$ cat src/vdc_pkg.sv
// package of constants and carrier types for the video dram cycle driver
package vdc_pkg;
    // ****************************************************************
    // widths and timing
    // ****************************************************************
    localparam int ADDR_W = 9;
    localparam int DATA_W = 8;
    localparam int WORD_ADDR_W = 18;
    localparam int CLK_NS = 100;
    localparam int STEP_NS = 100;
    localparam int STEP_CYC = (STEP_NS + CLK_NS - 1) / CLK_NS;
    localparam int HALF_POS = 256;
    localparam logic [3:0] CMD_FIFO_DEPTH = 4'h8;

    // ****************************************************************
    // cycle kinds and carriers
    // ****************************************************************
    typedef enum logic [2:0] {
        VDC_OP_READ, VDC_OP_WRITE, VDC_OP_MWRITE, VDC_OP_BWRITE,
        VDC_OP_MBWRITE, VDC_OP_LCR, VDC_OP_RT, VDC_OP_SRT
    } vdc_op_e;

    typedef struct packed {
        vdc_op_e op;
        logic [WORD_ADDR_W-1:0] addr;
        logic [DATA_W-1:0] data;
        logic [DATA_W-1:0] mask;
        logic late_write;
    } vdc_cmd_s;

    localparam int CMD_W = $bits(vdc_cmd_s);

    typedef struct packed {
        logic ras_n;
        logic cas_n;
        logic transfer_or_output_enable_n_n;
        logic mask_or_write_enable_n_n;
        logic special_function_select;
    } vdc_strobe_s;

    localparam vdc_strobe_s STROBE_IDLE = '{1'b1, 1'b1, 1'b1, 1'b1, 1'b0};
endpackage : vdc_pkg

$ cat src/vdc_ctrl.sv
// controller that sequences dual-port video dram cycles on its strobe pins
//
// Contract
// - row then column address, 18 bits
// - transfer enable high access, low transfer
// - read: write enable high through column
// - drop output enable after row falls
// - mask enable low at row selects masked
// - mask on data pins at row fall
// - masked block: low selects, high at column
// - transfer picks direction and split
// - column strobe falls in every transfer
// - real time copy on enable rise
// - full transfer precedes split transfers
`timescale 1ns/1ns
module vdc_ctrl
    import vdc_pkg::*;
#(
    parameter int FIFO_DEPTH = 8
) (
    // clock and reset
    input wire logic clk,
    input wire logic rst_n,
    // user command port
    input wire logic cmd_valid,
    output logic cmd_ready,
    input wire vdc_pkg::vdc_cmd_s cmd,
    // user read answers and transfer status
    output logic rd_valid,
    output logic [vdc_pkg::DATA_W-1:0] rd_data,
    output logic split_refused,
    output logic half_status,
    // device strobes and address
    output vdc_pkg::vdc_strobe_s strobe,
    output logic [vdc_pkg::ADDR_W-1:0] addr_pins,
    // device random data pins
    input wire logic [vdc_pkg::DATA_W-1:0] dq_in,
    output logic [vdc_pkg::DATA_W-1:0] dq_out,
    output logic dq_oe,
    // device serial status pin
    input wire logic half_status_pin
);
    import vdc_pkg::*;

    // ****************************************************************
    // command queue
    // ****************************************************************
    logic q_valid;
    logic q_ready;
    logic [CMD_W-1:0] q_bits;
    vdc_fifo #(.WIDTH(CMD_W), .DEPTH(FIFO_DEPTH)) u_fifo (
        .clk(clk),
        .rst_n(rst_n),
        .in_valid(cmd_valid),
        .in_ready(cmd_ready),
        .in_data(cmd),
        .out_valid(q_valid),
        .out_ready(q_ready),
        .out_data(q_bits)
    );

    // ****************************************************************
    // pin synchroniser and state
    // ****************************************************************
    typedef enum logic [2:0] {
        ST_IDLE, ST_ROW, ST_COL, ST_LATE, ST_DATA, ST_END, ST_PRE
    } vdc_state_e;

    vdc_state_e state_reg;
    vdc_cmd_s cur_reg;
    vdc_strobe_s strobe_reg;
    logic [ADDR_W-1:0] addr_reg;
    logic [DATA_W-1:0] dq_out_reg;
    logic dq_oe_reg;
    logic rd_valid_reg;
    logic [DATA_W-1:0] rd_data_reg;
    logic full_done_reg;
    logic refused_reg;
    logic [DATA_W-1:0] dq_s1_reg;
    logic [DATA_W-1:0] dq_s2_reg;
    logic hs_s1_reg;
    logic hs_s2_reg;

    vdc_cmd_s q_cmd;
    assign q_cmd = vdc_cmd_s'(q_bits);

    // classify the current cycle once for the decode below, except idle which decodes q_cmd itself
    wire is_xfer = (cur_reg.op == VDC_OP_RT) || (cur_reg.op == VDC_OP_SRT);
    wire is_masked = (cur_reg.op == VDC_OP_MWRITE) || (cur_reg.op == VDC_OP_MBWRITE);
    wire is_block = (cur_reg.op == VDC_OP_BWRITE) || (cur_reg.op == VDC_OP_MBWRITE);
    wire is_read = (cur_reg.op == VDC_OP_READ);
    wire dsf_col = is_block || (cur_reg.op == VDC_OP_LCR);
    wire dsf_row = (cur_reg.op == VDC_OP_SRT) || (cur_reg.op == VDC_OP_LCR);
    wire [ADDR_W-1:0] row_a = cur_reg.addr[WORD_ADDR_W-1:ADDR_W];
    wire [ADDR_W-1:0] col_a = is_block ? {cur_reg.addr[ADDR_W-1:2], 2'b00}
                                       : cur_reg.addr[ADDR_W-1:0];
    // block writes put the four column enables on the low data pins
    wire [DATA_W-1:0] col_data = is_block ? {4'h0, cur_reg.data[3:0]}
                                          : cur_reg.data;
    wire split_bad = (q_cmd.op == VDC_OP_SRT) && !full_done_reg;

    assign q_ready = (state_reg == ST_IDLE);

    // two stage sync for pins from the device, first stage read only by second
    always_ff @(posedge clk) begin
        dq_s1_reg <= dq_in;
        dq_s2_reg <= dq_s1_reg;
        hs_s1_reg <= half_status_pin;
        hs_s2_reg <= hs_s1_reg;
    end

    // ****************************************************************
    // cycle sequencer, one step per clock
    // ****************************************************************
    always_ff @(posedge clk) begin
        if (!rst_n) begin
            state_reg <= ST_IDLE;
            cur_reg <= '0;
            strobe_reg <= STROBE_IDLE;
            addr_reg <= '0;
            dq_out_reg <= '0;
            dq_oe_reg <= 1'b0;
            rd_valid_reg <= 1'b0;
            rd_data_reg <= '0;
            full_done_reg <= 1'b0;
            refused_reg <= 1'b0;
        end else begin
            rd_valid_reg <= 1'b0;
            refused_reg <= 1'b0;
            case (state_reg)
                ST_IDLE: begin
                    // split transfer without a prior full one would lose the half
                    if (q_valid && split_bad) begin
                        refused_reg <= 1'b1;
                    end else if (q_valid) begin
                        cur_reg <= q_cmd;
                        addr_reg <= q_cmd.addr[WORD_ADDR_W-1:ADDR_W];
                        strobe_reg.transfer_or_output_enable_n_n <= !((q_cmd.op == VDC_OP_RT)
                            || (q_cmd.op == VDC_OP_SRT));
                        strobe_reg.mask_or_write_enable_n_n <= !((q_cmd.op == VDC_OP_MWRITE)
                            || (q_cmd.op == VDC_OP_MBWRITE));
                        strobe_reg.special_function_select <= (q_cmd.op == VDC_OP_SRT)
                            || (q_cmd.op == VDC_OP_LCR);
                        dq_out_reg <= q_cmd.mask;
                        dq_oe_reg <= (q_cmd.op == VDC_OP_MWRITE)
                            || (q_cmd.op == VDC_OP_MBWRITE);
                        state_reg <= ST_ROW;
                    end
                end
                ST_ROW: begin
                    strobe_reg.ras_n <= 1'b0;
                    state_reg <= ST_COL;
                end
                ST_COL: begin
                    // setup column address, data and select for the column edge
                    addr_reg <= col_a;
                    strobe_reg.special_function_select <= dsf_col;
                    strobe_reg.transfer_or_output_enable_n_n <= is_xfer ? 1'b0 : 1'b1;
                    strobe_reg.mask_or_write_enable_n_n <= (is_read || is_xfer || cur_reg.late_write);
                    dq_out_reg <= col_data;
                    dq_oe_reg <= !is_read && !is_xfer;
                    state_reg <= ST_LATE;
                end
                ST_LATE: begin
                    strobe_reg.cas_n <= 1'b0;
                    if (is_read) begin
                        strobe_reg.transfer_or_output_enable_n_n <= 1'b0;
                    end else if (!is_xfer) begin
                        strobe_reg.mask_or_write_enable_n_n <= 1'b0;
                    end
                    state_reg <= ST_DATA;
                end
                ST_DATA: begin
                    // real time copy happens when transfer enable rises here
                    if (is_xfer) begin
                        strobe_reg.transfer_or_output_enable_n_n <= 1'b1;
                    end
                    state_reg <= ST_END;
                end
                ST_END: begin
                    if (cur_reg.op == VDC_OP_RT) begin
                        full_done_reg <= 1'b1;
                    end
                    strobe_reg <= STROBE_IDLE;
                    dq_oe_reg <= 1'b0;
                    state_reg <= ST_PRE;
                end
                ST_PRE: begin
                    // the sync lags two edges, so the word seen while column was low lands here
                    if (is_read) begin
                        rd_data_reg <= dq_s2_reg;
                        rd_valid_reg <= 1'b1;
                    end
                    state_reg <= ST_IDLE;
                end
                default: begin
                    state_reg <= ST_IDLE;
                end
            endcase
        end
    end

    assign strobe = strobe_reg;
    assign addr_pins = addr_reg;
    assign dq_out = dq_out_reg;
    assign dq_oe = dq_oe_reg;
    assign rd_valid = rd_valid_reg;
    assign rd_data = rd_data_reg;
    assign split_refused = refused_reg;
    assign half_status = hs_s2_reg;
endmodule : vdc_ctrl

$ cat src/vdc_fifo.sv
// small valid/ready fifo for queued cycle commands
`timescale 1ns/1ns
module vdc_fifo #(
    parameter int WIDTH = 8,
    parameter int DEPTH = 8
) (
    // clock and reset
    input wire logic clk,
    input wire logic rst_n,
    // fill side
    input wire logic in_valid,
    output logic in_ready,
    input wire logic [WIDTH-1:0] in_data,
    // drain side
    output logic out_valid,
    input wire logic out_ready,
    output logic [WIDTH-1:0] out_data
);
    localparam int PW = $clog2(DEPTH);
    logic [WIDTH-1:0] mem [DEPTH];
    logic [PW-1:0] wr_ptr_reg;
    logic [PW-1:0] rd_ptr_reg;
    logic [PW:0] count_reg;
    wire push = in_valid && in_ready;
    wire pop = out_valid && out_ready;

    assign in_ready = (count_reg != (PW+1)'(DEPTH));
    assign out_valid = (count_reg != '0);
    assign out_data = mem[rd_ptr_reg];

    // pointers wrap at depth so non power of two depths also work
    always_ff @(posedge clk) begin
        if (!rst_n) begin
            wr_ptr_reg <= '0;
            rd_ptr_reg <= '0;
            count_reg <= '0;
        end else begin
            if (push) begin
                wr_ptr_reg <= (wr_ptr_reg == PW'(DEPTH-1)) ? '0 : wr_ptr_reg + 1'b1;
            end
            if (pop) begin
                rd_ptr_reg <= (rd_ptr_reg == PW'(DEPTH-1)) ? '0 : rd_ptr_reg + 1'b1;
            end
            count_reg <= count_reg + (PW+1)'(push) - (PW+1)'(pop);
        end
    end

    // storage has no reset, only written on push
    always_ff @(posedge clk) begin
        if (push) begin
            mem[wr_ptr_reg] <= in_data;
        end
    end
endmodule : vdc_fifo

$ cat config.mk
export PLATFORM = sky130hd
export DESIGN_NAME = vdc_ctrl
export DESIGN_NICKNAME = d
export VERILOG_FILES = /design/src/vdc_pkg.sv /design/src/vdc_ctrl.sv /design/src/vdc_fifo.sv
export SDC_FILE = /design/constraint.sdc
export NUM_CORES = 1
export LEC_CHECK = 0
export ABC_AREA = 1
export BUFFER_PORTS_ARGS = -buffer_cell sky130_fd_sc_hd__buf_2
export CAP_MARGIN = 40
export CORE_MARGIN = 3
export CORE_UTILIZATION = 55
export CTS_CLUSTER_DIAMETER = 60
export DETAILED_ROUTE_END_ITERATION = 8
export HOLD_SLACK_MARGIN = 0.03
export PLACE_DENSITY = 0.73
export SYNTH_ARGS = -nofsm -noshare
export SYNTH_HDL_FRONTEND = slang
export SYNTH_HIERARCHICAL = 1
export SYNTH_SLANG_ARGS = --single-unit
$ cat constraint.sdc
create_clock -name clk -period 9.4 [get_ports clk]
set_input_delay 0 -clock clk [delete_from_list [all_inputs] [get_ports clk]]
set_output_delay 0 -clock clk [all_outputs]
set_load 0.02 [all_outputs]
==> After elaboration in Yosys (flattened, before gate mapping) <==
Memory sizes are Yosys's and may differ from the RTL's. A register that Yosys moved wholly into a read port is not among the register bits.
Index checks and enable logic that the tools add are counted.
W data, S select, Z words.
{ "op_classes": {"n_addsub": 4, "bitwise_logic": 1, "reduce_logical": 37, "eq_ne": 25, "muxes": 34} }
{ "op_table": {"columns": ["cell", "n"], "rows": [
  ["$eq A3 B3 Y1 const B", 13],
  ["$mux W3", 8],
  ["$mux W8", 3],
  ["$mux W9", 2],
  ["$pmux W3 S6", 1],
  ["$pmux W9 S2", 1],
  ["$pmux W8 S2", 1],
  ["$eq A3 B2 Y1 const B", 4],
  ["$ne A2 B2 Y1 const B", 6],
  ["$mux W1", 11],
  ["$reduce_and A2 Y1", 5],
  ["$reduce_and A5 Y1", 2],
  ["$reduce_and A3 Y1", 3],
  ["$logic_or A1 B1 Y1", 8],
  ["$reduce_bool A4 Y1", 2],
  ["$add A3 B1 Y3 const B", 2],
  ["$logic_not A3 Y1", 2],
  ["$pmux W1 S3", 2],
  ["$reduce_bool A2 Y1", 3],
  ["$logic_and A1 B1 Y1", 5],
  ["$logic_not A1 Y1", 5],
  ["$pmux W1 S5", 1],
  ["$reduce_bool A5 Y1", 1],
  ["$add A4 B1 Y4", 1],
  ["other kinds (8)", 9]
]} }
{ "totals": {"register_bits": 86, "mem_count": 1, "elab_cells": 126, "out_inout_bits": 35, "ram_bits": 304, "input_bits": 50} }
{ "mem_list": {"columns": ["name", "words", "word_bits", "rd", "rd_clocked_by_memory_dff", "write_ports", "line", "text"], "rows": [
  ["u_fifo.mem", 8, 38, 1, 1, 1, "vdc_fifo.sv:20", "logic [WIDTH-1:0] mem [DEPTH];"]
]} }

==> Logic depth before layout (Yosys ltp) <==
Gate-level depths: netlist (run 1).
{ "depth": {"depth_word": 6, "depth_mapped": 19, "depth_no_buf": 15} }

==> By module <==
The synthesis (run 1) kept the hierarchy.
{ "by_module_without_submodules": {"columns": ["mod", "cells_per_inst", "instances", "area_per_inst_um2", "seq_area_each_um2"], "rows": [
  ["vdc_fifo", 1410, 1, 13939.6, 9389.0],
  ["vdc_ctrl", 389, 1, 2949.1, 1521.5]
]} }

==> Least setup slack after synthesis (run 1) <==
No wires, ideal clock.
{ "synth_timing": {"path_type": "register to register", "start": "register u_fifo.count_reg[2]", "end": "memory u_fifo/mem[6][0] in the netlist's numbering, enable pin", "arrival_time_ns": 3.626, "slack_ns": 5.293, "required_ns": 8.919, "path_stages_with_launch": 7, "setup_time_ns": 0.481, "synth_period_minus_slack_ns": 4.107, "n_path_buf": 1, "path_cell_list": "dfxtp_1 -> inv_1 -> ha_1 -> nand2_1 -> nand2_2 -> buf_4 -> nor3_1"} }
{ "synth_via": {"elab_chain_cells": 4} }
{ "synth_rtl": {"columns": ["element", "line", "text"], "rows": [
  ["start: declaration", "vdc_fifo.sv:23", "logic [PW:0] count_reg;"],
  ["start signal: assignment", "vdc_fifo.sv:44", "count_reg <= count_reg + (PW+1)'(push) - (PW+1)'(pop);"],
  ["$ne A4 B4 Y1", "vdc_fifo.sv:27", "assign in_ready = (count_reg != (PW+1)'(DEPTH));"],
  ["net cmd_ready", "vdc_ctrl.sv:26", "output logic cmd_ready,"],
  ["$logic_and A1 B1 Y1", "vdc_fifo.sv:24", "wire push = in_valid && in_ready;"],
  ["$mux W1", "vdc_fifo.sv:50", "if (push) begin"],
  ["$mux W1 (not written as such)", "vdc_fifo.sv:51", "mem[wr_ptr_reg] <= in_data;"],
  ["end: declaration", "vdc_fifo.sv:20", null]
]} }
The timed path passes the listed nets, and every way through them passes these cells.

==> summary.md, run 1 <==
| Metric | Value |
|---|---|
| Status | completed |
| Ys Warns | 6 |
| Fillcell total | between 2000 and 2500 |
| CTS tree | done |
| Rows | 63 |
| Clock Sinks | 393 |
| #FFs+latches synth | between 300 and 400 |
| Die Span Y | ~180 µm |
| Htree depth | 2 |
| Sequential-to-total area share from yosys stat | 0.646 |
| Final HPWL DP | ~21000 µm |
| Worst hold path type | in2reg |
| Mapped Nets | 1860 |
| Worst hold stages | 2 |
| Period utilization | 0.342 |
| Worst r2r path cells | 13 |
| Initial Util | 0.564 |
| Remaining antenna violation count | 0 |
| Synth top area cells | edfxtp_1 54%, nand2_1 13%, dfxtp_1 11%, inv_1 7.7%, nand3_1 5.3% |
| Global-route wire length before repair | between 50000 and 60000 µm |
| Final net count | a little under 2000 |
| Fin Clk Skew | ~0.019 ns |
| DRC | 0 |
| Worst hold margin | roughly 0.11 ns |
| CP max FO | 54 |
| Crit path buf inv count | 4 |
| Min Tclk post-route | 3.22 ns |
| CP endpoint kind | flip-flop |
| Vias in the first global route | approximately 11000 |
| Worst skew pair latency | 0.54 ns |
| Clk slew on worst S/H paths | about 0.07 ns |
| Hold path startpoint | dq_in[2] |
| Most used cell, CP | nand2_1 |
| Synth top area share | 0.541 |
| Crit Path Category | reg2reg |
| DRT iter0 DRCs | about 930 |
| Share of cells above drive strength 1 | 0.0991 |
| Max_cap viols | 0 |
| Antenna diodes | 0 |
| Slew HR | 0.416 |
| RSZ-0062 raised after global routing | false |
| Critical Path RT | roughly 9.8 ns |
| Initial antenna violation count | 1 |
| Setup Buffers After CTS | 0 |
| Routed WL per cell | about 16 µm |
| Post-Synthesis Cells | 1799 |
| Die Wd | approximately 180 µm |
| Lkg Pwr | 9.05 nW |
| Final setup fails | 0 |
| Crit-path max cell delay | 0.66 ns |
| Most frequent cells in the layout | 595 x nand2_1, 345 x inv_1, 304 x edfxtp_1, 179 x nand3_1, 105 x nor2_1 |
| Fin Setup TNS | 0 ns |
| DR vias/cell | around 5.1 |
| Commonest non-fill, non-tap cell in the layout | nand2_1 |
| F_max | 311 MHz |
| Total CTS buffers | 42 |
| Root Driver | clkbuf_16 |
| DR pass1 iterations | 5 |
| Overflow after GRT | 0 |
| Avg Cell Area, Syn | roughly 9.4 µm² |
| Worst Tran Pin Value | 0.866 ns |
| Top delay family on crit path | buffers and inverters |
| CORE AREA | between 20000 and 30000 µm² |
| Largest net degree at the start of global routing | just under 60 |
| Hold_buf cts | between 40 and 50 |
| Final hold viol count | 0 |
| Max reg flops | 304 |
| Utilization after layout | 0.648 |
| Fin. max-slew vios | 0 |
| Mapped cell area | 16900 µm² |
| Via Count | around 12000 |
| Slowest library cell on the worst path | buf_4 |
| VDD IR max | roughly 160 µV |
| Crit start category | flip-flop |
| Final wirelength | approximately 37000 µm |
| Post-synth top area cell | edfxtp_1 |
| Total Power | between 5 and 6 mW |
| I/O Pins | 85 |
| WP depth | 13 |
| Layout overhead on the synthesized area | 14.8% |
| CTS Buffer Depth | 3 |
| Total die area | between 30000 and 40000 µm² |
| PD cells | around 280 nW/µm² |
| Unique cell type count in the Yosys netlist | 34 |
| Worst-path cell chain | inv_2 -> buf_4 -> nand3_1 -> nand2_1 -> nand2_1 -> nand2_1 -> nand2_1 -> inv_1 -> nand2_1 -> nand3_4 -> inv_1 -> nor2_1 -> nor2_1 |
| Gr usage total | 0.224 |
| Resized cells post-CTS | 0 |
| GP Congestion | between 0.8 and 0.9 |
| IO buf count | 84 |
| Crit path DAT | roughly 3.7 ns |
==> worst paths after layout <==
| check | end | slack, ns |
|---|---|---|
| worst max-delay path | cur_reg[17] | 6.18 |
| worst min-delay path | dq_s1_reg[2] | 0.11 |
| worst max register to register | cur_reg[17] | 6.18 |
| worst min register to register | half_status | 0.32 |
==> per-layer routing <==
layer | track usage | wire (µm) | up-vias
met5 | 0 | 7 | -
met4 | 0.0765 | 945 | 2
met3 | 0.0374 | 2740 | 78
met2 | 0.370 | 17300 | 410
met1 | 0.303 | 16000 | 5512
li1 | - | - | 5865
==> power by group <==
part	leakage [nW]	internal (mW)	switching, mW
combinational	4.91	0.527	1.22
clock	0.637	0.901	0.642
sequential	3.50	2.07	0.116
total	9.05	3.50	1.98
==> metrics by stage <==
stage               setup WS (ns)  std cells  area [µm²]
floorplan                    5.29       1799       16900
global placement             6.31       2219       17500
detailed placement           6.27       2222       17600
CTS                          6.20       2347       19400
global route                 5.91       2347       19400
finish                       6.18       2347       19400
==> logic make-up (layout without fill, tap and decap cells) <==
family | Yosys count | after routing | synth area share
AND/OR/NAND/NOR | 902 | 902 | 0.219
flip-flops | 393 | 393 | 0.646
buffers and inverters | 429 | 587 | 0.107
adder cells (fa/ha/maj) | 11 | 11 | 0.00859
AO/OA/AOI/OAI | 64 | 64 | 0.0193
==> cell usage after synthesis <==
cell type	number
or2_2	1
edfxtp_1	304
o21ai_1	12
ha_1	10
clkbuf_1	13
fa_1	1
a21oi_2	1
buf_6	11
inv_2	5
nor3_4	1
a21oi_1	13
nand3_1	179
nor2_1	105
buf_8	1
nor3_1	10
nand3b_1	1
inv_1	345
nand3_4	1
nor2_4	1
a21boi_1	1
nor2_2	1
nand2_1	595
buf_1	3
dfxtp_1	89
inv_4	3
buf_2	32
clkbuf_4	1
nand2_2	2
buf_4	14
nor4_1	1
nand2_4	3
o21ai_0	37
nand4_1	1
clkbuf_2	1
==> cell type report <==
class / instances / area, µm² / share of cell area
repair buffers: 158 / 1150 / 0.0593
clock inverters: 15 / 83.8 / 0.00432
clock buffers: 61 / 1220 / 0.0627
inverters: 353 / 1330 / 0.0687
well taps: 390 / 488 / 0.0252
flip-flops and latches: 393 / 10900 / 0.563
multi-input cells: 977 / 4210 / 0.217
(Power assumes the default switching activity.)
==> inputs of run 2 (changes only) <==
--- a/config.mk
+++ b/config.mk
@@ -5,15 +5,15 @@
 export SDC_FILE = /design/constraint.sdc
 export NUM_CORES = 1
 export LEC_CHECK = 0
-export ABC_AREA = 1
+export ABC_AREA = 0
 export BUFFER_PORTS_ARGS = -buffer_cell sky130_fd_sc_hd__buf_2
 export CAP_MARGIN = 40
 export CORE_MARGIN = 3
-export CORE_UTILIZATION = 55
+export CORE_UTILIZATION = 54
 export CTS_CLUSTER_DIAMETER = 60
 export DETAILED_ROUTE_END_ITERATION = 8
 export HOLD_SLACK_MARGIN = 0.03
-export PLACE_DENSITY = 0.73
+export PLACE_DENSITY = 0.75
 export SYNTH_ARGS = -nofsm -noshare
 export SYNTH_HDL_FRONTEND = slang
 export SYNTH_HIERARCHICAL = 1
==> constraint.sdc (replaced) <==
create_clock -name clk -period 2.8 [get_ports clk]
set_input_delay 0 -clock clk [delete_from_list [all_inputs] [get_ports clk]]
set_output_delay 0 -clock clk [all_outputs]
set_load 0.02 [all_outputs]
==> run 2 against run 1 <==
- non-clock buffer count is 1 higher
- clock power rose to 3.3 times the previous value
- cell area fell by 9.0%
==> summary.md, run 2 <==
| Metric | Value |
|---|---|
| Status | completed |
| Mapped Nets | 888 |
| Sequential-to-total area share from yosys stat | 0.733 |
| Via Count | about 8000 |
| Final net count | around 1000 |
| Register share of total power | 0.440 |
| Unique cell type count in the Yosys netlist | 50 |
| DRC | 0 |
| Post-synth top area cell | edfxtp_1 |
| Clock Sinks | 393 |
| Final HPWL DP | between 15000 and 20000 µm |
| Fillcell total | roughly 1800 |
| F_max | 378 MHz |
| Worst skew pair latency | roughly 0.54 ns |
| Crit path DAT | between 3 and 4 ns |
| Die Wd | approximately 170 µm |
| Reg2Reg Setup Slack | 0.15 ns |
| DR vias/cell | between 5 and 6 |
| Clk slew on worst S/H paths | roughly 0.060 ns |
| Critical Path RT | ~3.2 ns |
| Antenna diodes | 0 |
| Slew HR | 0.449 |
| CP max FO | 12 |
| Final non-filler cell total | about 1400 |
| Gr usage total | 0.211 |
| Share of cells above drive strength 1 | 0.299 |
| Vias in the first global route | slightly above 8000 |
| Synth top area share | 0.613 |
| Remaining antenna violation count | 0 |
| PD cells | roughly 950 nW/µm² |
| Routed WL per cell | between 20 and 25 µm |
| Most frequent cells in the layout | 304 x edfxtp_1, 86 x dfxtp_1, 85 x nand2_1, 84 x buf_2, 76 x mux4_2 |
| Worst Setup Slack, final | roughly 0.15 ns |
| Fin Clk Skew | ~0.029 ns |
| Mapped cell area | around 15000 µm² |
| Total die area | around 30000 µm² |
| Crit start category | flip-flop |
| Worst Tran Pin Value | ~0.83 ns |
| Max reg flops | between 300 and 400 |
| Total Power | between 15 and 20 mW |
| Htree depth | 2 |
| DRT iter0 DRCs | 704 |
| Crit Path Category | reg2reg |
| Final hold viol count | 0 |
| Most common cell in the netlist | edfxtp_1 |
| Switching Share | 0.291 |
| Rows | 60 |
| Period utilization | 0.945 |
| CORE AREA | approximately 27000 µm² |
| Worst hold path type | in2reg |
| Synth cell count leaders | 304 x edfxtp_1, 89 x dfxtp_1, 85 x nand2_1 |
| I/O Pins | 85 |
| Final wirelength | roughly 30000 µm |
| GP Congestion | around 0.83 |
| P_int | around 12 mW |
| IO buf count | 84 |
| Final setup fails | 0 |
| Ys Warns | 6 |
| #FFs+latches synth | ~400 |
| Fin Setup TNS | 0 ns |
| Overflow after GRT | 0 |
| Die Span Y | ~170 µm |
| Avg Cell Area, Syn | approximately 18 µm² |
| FFs w/ async S/R, synth | 0 |
| DR pass1 iterations | 5 |
| CTS Buffer Depth | 3 |
| VDD IR max | 656 µV |
| RSZ-0062 raised after global routing | false |
| Post-Synthesis Cells | about 830 |
| CTS tree | done |
| Total CTS buffers | 40 |
| Layout overhead on the synthesized area | 18.6% |
| CP endpoint kind | flip-flop |
| Fin. max-slew vios | 0 |
| Hold path startpoint | dq_in[4] |
| Global-route wire length before repair | approximately 47000 µm |
| Lkg Pwr | just under 6 nW |
| Initial antenna violation count | 0 |
| Max_cap viols | 0 |
| Comb pwr share | 0.255 |
| Cell count after placement | 1232 |
| Storage element area | between 10000 and 15000 µm² |
| Min Tclk post-route | between 2 and 3 ns |
| Initial Util | 0.551 |
| Switch Pwr | slightly below 5 mW |
| Post-synth EDFFs | between 300 and 400 |
| Clock share of power | 0.306 |
| Most used DFF post-synth | edfxtp_1 |
| Largest net degree at the start of global routing | 66 |
| Synth top area cells | edfxtp_1 61%, dfxtp_1 12%, mux4_2 11%, mux2_2 2.9%, nand2_1 2.1% |
| Multi-input gate area | between 3000 and 4000 µm² |
| Root Driver | clkbuf_16 |
| Dpl ws | 0.214 ns |
| Setup Buffers After CTS | 0 |
| Commonest non-fill, non-tap cell in the layout | edfxtp_1 |
-- run 2: kinds of logic after synthesis --
logic type	synth area share
AO/OA/AOI/OAI	0.0361
adder cells (fa/ha/maj)	0.00975
flip-flops	0.733
XOR/XNOR	0.00118
AND/OR/NAND/NOR	0.0496
multiplexers	0.153
buffers and inverters	0.0176
-- run 2: repair_timing --
item,in CTS,in global routing
hold buffers,49,0
endpoints found under the hold margin,333,0
resized for setup,0,0
endpoints found under the setup margin,0,0
-- run 2: stage by stage --
stage	area, µm²	hold slack, ns	util
2_1_floorplan	14900	0.0277	-
3_3_place_gp	15900	0.104	0.587
3_5_place_dp	15900	0.104	0.588
4_1_cts	17700	0.0793	0.653
5_1_grt	17700	0.0944	0.653
6_report	17700	0.105	0.653
-- run 2: layout make-up --
type	instances	area share
Clock buffer	59	0.0661
Clock inverter	14	0.00673
Inverter	8	0.00170
Multi-Input combinational cell	380	0.216
Sequential cell	393	0.618
Tap cell	341	0.0242
Timing Repair Buffer	159	0.0673
-- run 2: power by group through the flow --
| stage | logic, mW | registers (mW) | clock network (mW) |
|---|---|---|---|
| after CTS | 4.29 | 7.35 | 5.23 |
| after floorplan | 3.03 | 7.37 | 0 |
| after detailed placement | 4.18 | 7.46 | 0 |
| final | 4.26 | 7.36 | 5.11 |
| after global placement | 4.08 | 7.45 | 0 |
| after global routing | 4.64 | 7.41 | 5.48 |
-- run 2: path summary, 6_finish.rpt --
path | endpoint | cells after the start
worst max-delay path | addr_pins[5] | 7
worst min-delay path | dq_s1_reg[4] | 2
worst max register to register | addr_pins[5] | 7
worst min register to register | half_status | 0
-- run 2: worst max-delay path, stage by stage, from the launching register on --
cell and delay, ns:
dfxtp_4 0.50, mux4_2 0.53, mux2_2 0.34, nand4b_1 0.22, a21o_1 0.37, buf_4 0.24
a21oi_1 0.09, a311oi_1 0.25
-- run 2: layer usage --
metal | wire length [µm] | part of all wire | vias to the layer above | track usage
met4 | 763 | 0.025 | 0 | 0.0673
met5 | 0 | 0 | - | 0
met3 | 2380 | 0.079 | 57 | 0.0448
met1 | 12200 | 0.40 | 4050 | 0.291
li1 | - | - | 3582 | -
met2 | 14800 | 0.49 | 347 | 0.342
==> inputs of run 3 (changes only) <==
--- a/config.mk
+++ b/config.mk
@@ -9,12 +9,11 @@
 export BUFFER_PORTS_ARGS = -buffer_cell sky130_fd_sc_hd__buf_2
 export CAP_MARGIN = 40
 export CORE_MARGIN = 3
-export CORE_UTILIZATION = 54
+export CORE_UTILIZATION = 55
 export CTS_CLUSTER_DIAMETER = 60
 export DETAILED_ROUTE_END_ITERATION = 8
 export HOLD_SLACK_MARGIN = 0.03
-export PLACE_DENSITY = 0.75
+export PLACE_DENSITY = 0.73
 export SYNTH_ARGS = -nofsm -noshare
 export SYNTH_HDL_FRONTEND = slang
-export SYNTH_HIERARCHICAL = 1
 export SYNTH_SLANG_ARGS = --single-unit
==> constraint.sdc (replaced) <==
create_clock -name clk -period 3 [get_ports clk]
set_input_delay 0 -clock clk [delete_from_list [all_inputs] [get_ports clk]]
set_output_delay 0 -clock clk [all_outputs]
set_load 0.02 [all_outputs]
==> run 3 against run 2 <==
- synthesized area is 0.13% higher
- cell area is 0.47% lower
- via count decreased by 3.8%
- final cell count shrank 2.3%
- power is 5.6% lower
- synthesized cell count shrank 3.1%
- routed wire length shrank 1.5%
- largest power group unchanged
- clock skew decreased by 0.016 ns
- highest routed layer unchanged
==> summary.md, run 3 <==
| Metric | Value |
|---|---|
| Status | completed |
| Root Driver | clkbuf_16 |
| Fillcell total | 1757 |
| Overflow after GRT | 0 |
| DRC | 0 |
| Most common cell in the netlist | edfxtp_1 |
| Slowest library cell on the worst path | or3b_2 |
| CP endpoint kind | flip-flop |
| RR Endpoint | u_fifo.count_reg[2] |
| Total CTS buffers | 40 |
| Worst Hold Path EP | u_fifo.wr_ptr_reg[1] |
| Crit start category | flip-flop |
| RR Startpoint | u_fifo.count_reg[2] |
| Die Span Y | 171 µm |
| Post-synth top area cell | edfxtp_1 |
| Final setup fails | 0 |
| CORE AREA | 26400 µm² |
| Crit path buf inv count | 3 |
| Rows | slightly below 60 |
| DR pass1 iterations | 4 |
| Comb pwr share | 0.283 |
| Global-route wire length before repair | ~46000 µm |
| Post-Synthesis Cells | between 800 and 900 |
| IO buf count | between 80 and 90 |
| Unique cell type count in the Yosys netlist | 50 |
| Register share of total power | 0.428 |
| Period utilization | 0.821 |
| Post-synth EDFFs | between 300 and 400 |
| DR vias/cell | between 5 and 6 |
| Critical Path RT | 3.41 ns |
| #FFs+latches synth | roughly 400 |
| Clk slew on worst S/H paths | approximately 0.06 ns |
| Final net count | around 1000 |
| Max reg flops | about 300 |
| CTS tree | done |
| Max_cap viols | 0 |
| Ys Warns | 0 |
| Synth cell count leaders | 304 x edfxtp_1, 89 x dfxtp_1, 80 x mux4_2 |
| Crit Path Category | reg2reg |
| Antenna diodes | 0 |
| I/O Pins | 85 |
| FFs w/ async S/R, synth | 0 |
| P_int | about 11 mW |
| Clock Sinks | slightly below 400 |
| Most used DFF post-synth | edfxtp_1 |
| Via Count | roughly 7700 |
| Vias in the first global route | 8032 |
| GP Congestion | 0.781 |
| DRT iter0 DRCs | roughly 710 |
| Worst-path cell chain | inv_1 -> ha_1 -> or3b_2 -> nand2b_1 -> inv_2 -> ha_1 -> inv_1 -> ha_1 -> fa_1 -> xnor2_1 -> nor2_1 |
| Switch Pwr | 4.73 mW |
| Most frequent cells in the layout | 304 x edfxtp_1, 86 x dfxtp_1, 84 x buf_2, 80 x mux4_2, 48 x dlygate4sd3_1 |
| Synth top area cells | edfxtp_1 61%, mux4_2 12%, dfxtp_1 12%, mux2i_1 2.1%, a211oi_2 1.5% |
| Mapped cell area | approximately 15000 µm² |
| Worst skew pair latency | ~0.53 ns |
| Slew HR | 0.481 |
| VDD IR max | around 630 µV |
| Sequential-to-total area share from yosys stat | 0.732 |
| Worst Tran Pin Value | 0.778 ns |
| Htree depth | 2 |
| CP max FO | 5 |
| Fin Clk Skew | ~0.013 ns |
| PD cells | roughly 900 nW/µm² |
| Reg2Reg Setup Slack | ~0.54 ns |
| Commonest non-fill, non-tap cell in the layout | edfxtp_1 |
| Initial antenna violation count | 0 |
| Avg Cell Area, Syn | between 15 and 20 µm² |
| Total die area | about 29000 µm² |
| Largest net degree at the start of global routing | 72 |
| Fin Setup TNS | 0 ns |
| Final HPWL DP | around 17000 µm |
| Resized cells post-CTS | 0 |
| Initial Util | 0.566 |
| Utilization after layout | 0.667 |
| Layout overhead on the synthesized area | 17.8% |
| Worst hold stages | 4 |
| Final hold viol count | 0 |
| Multi-input gate area | ~3800 µm² |
| Most used cell, CP | ha_1 |
| Remaining antenna violation count | 0 |
| Fin. max-slew vios | 0 |
| Crit path DAT | roughly 2.9 ns |
| Storage element area | roughly 11000 µm² |
| Gr usage total | 0.210 |
| Hold path startpoint | cmd_valid |
| Top delay family on crit path | adder cells |
| Min Tclk post-route | 2.46 ns |
| Lkg Pwr | 5.96 nW |
| Mapped Nets | around 860 |
| Worst hold path type | in2reg |
| Switching Share | 0.300 |
| Final wirelength | roughly 30000 µm |
| Worst hold margin | 0.0683 ns |
| Worst r2r path cells | 11 |
| Total Power | roughly 16 mW |
| Crit-path max cell delay | roughly 0.45 ns |
| Synth top area share | 0.612 |
| F_max | roughly 410 MHz |
| CTS Buffer Depth | 3 |
| Share of cells above drive strength 1 | 0.311 |
| Die Wd | 171 µm |
| Clock share of power | 0.289 |
| RSZ-0062 raised after global routing | false |
| Routed WL per cell | 22.5 µm |
-- run 3: worst register-to-register path, delay by kind of cell, from the launching register on --
kind          cells  cell delay, ns
fa+ha+maj         4            1.04
simple gates      3            0.62
xor+xnor          1            0.17
buf+inv           3            0.21
flops             1            0.30
-- run 3: logic make-up (layout without fill, tap and decap cells) --
| group | Yosys count | count (layout) | share of synthesized area |
|---|---|---|---|
| xor gates and xnor gates | 3 | 3 | 0.00176 |
| buffers and inverters | 59 | 246 | 0.0203 |
| AOI/OAI and AO/OA | 91 | 91 | 0.0471 |
| and+or+nand+nor | 117 | 117 | 0.0359 |
| muxes | 127 | 127 | 0.154 |
| DFF | 393 | 393 | 0.732 |
| adders and majority gates | 11 | 11 | 0.00973 |
-- run 3: power groups by stage --
stage                     Sequential, mW  Combinational [mW]  Clock, mW
after global placement              6.86                4.32          0
after CTS                           6.76                4.51       4.65
final                               6.76                4.46       4.56
after detailed placement            6.87                4.40          0
after global routing                6.82                4.88       4.87
after floorplan                     6.87                3.29          0
-- run 3: layout make-up --
type | count | share of cell area
sequential | 393 | 0.621
multi-input combinational | 349 | 0.215
timing repair buffer | 160 | 0.0682
clock buffer | 57 | 0.0635
tap | 335 | 0.0239
clock inverter | 17 | 0.00570
inverter | 12 | 0.00256
-- run 3: worst max path at each step --
stage | from | end | slack [ns] | cells past startpoint
final | u_fifo.count_reg[2] | u_fifo.count_reg[2] | 0.54 | 11
after global routing | u_fifo.count_reg[2] | u_fifo.mem[7][35] | 0.35 | 8
after CTS | u_fifo.count_reg[2] | u_fifo.count_reg[2] | 0.55 | 11
after detailed placement | u_fifo.count_reg[2] | u_fifo.count_reg[2] | 0.57 | 11
after floorplan | u_fifo.count_reg[2] | u_fifo.mem[2][0] | -1.08 | 5
after global placement | u_fifo.count_reg[2] | u_fifo.count_reg[2] | 0.58 | 11
-- run 3: through the flow --
step / instances / worst slack (ns) / instance area, µm²
floorplan: 801 / -1.08 / 14900
global placement: 1200 / 0.583 / 15900
detailed placement: 1201 / 0.573 / 15900
CTS: 1323 / 0.549 / 17600
global route: 1323 / 0.352 / 17600
finish: 1323 / 0.537 / 17600
-- run 3: timing repair --
item | 4_1_cts | 5_1_grt
setup buffers | 0 | 0
hold buffers | 48 | 0
endpoints found under the setup margin | 0 | 0
endpoints found under the hold margin | 330 | 0
-- run 3: routing by layer --
layer | vias up | global-route usage | share of wire
li1 | 3502 | - | -
met1 | 3939 | 0.301 | 0.43
met2 | 249 | 0.343 | 0.49
met3 | 39 | 0.0344 | 0.058
met4 | 0 | 0.0557 | 0.016
met5 | - | 0 | 0
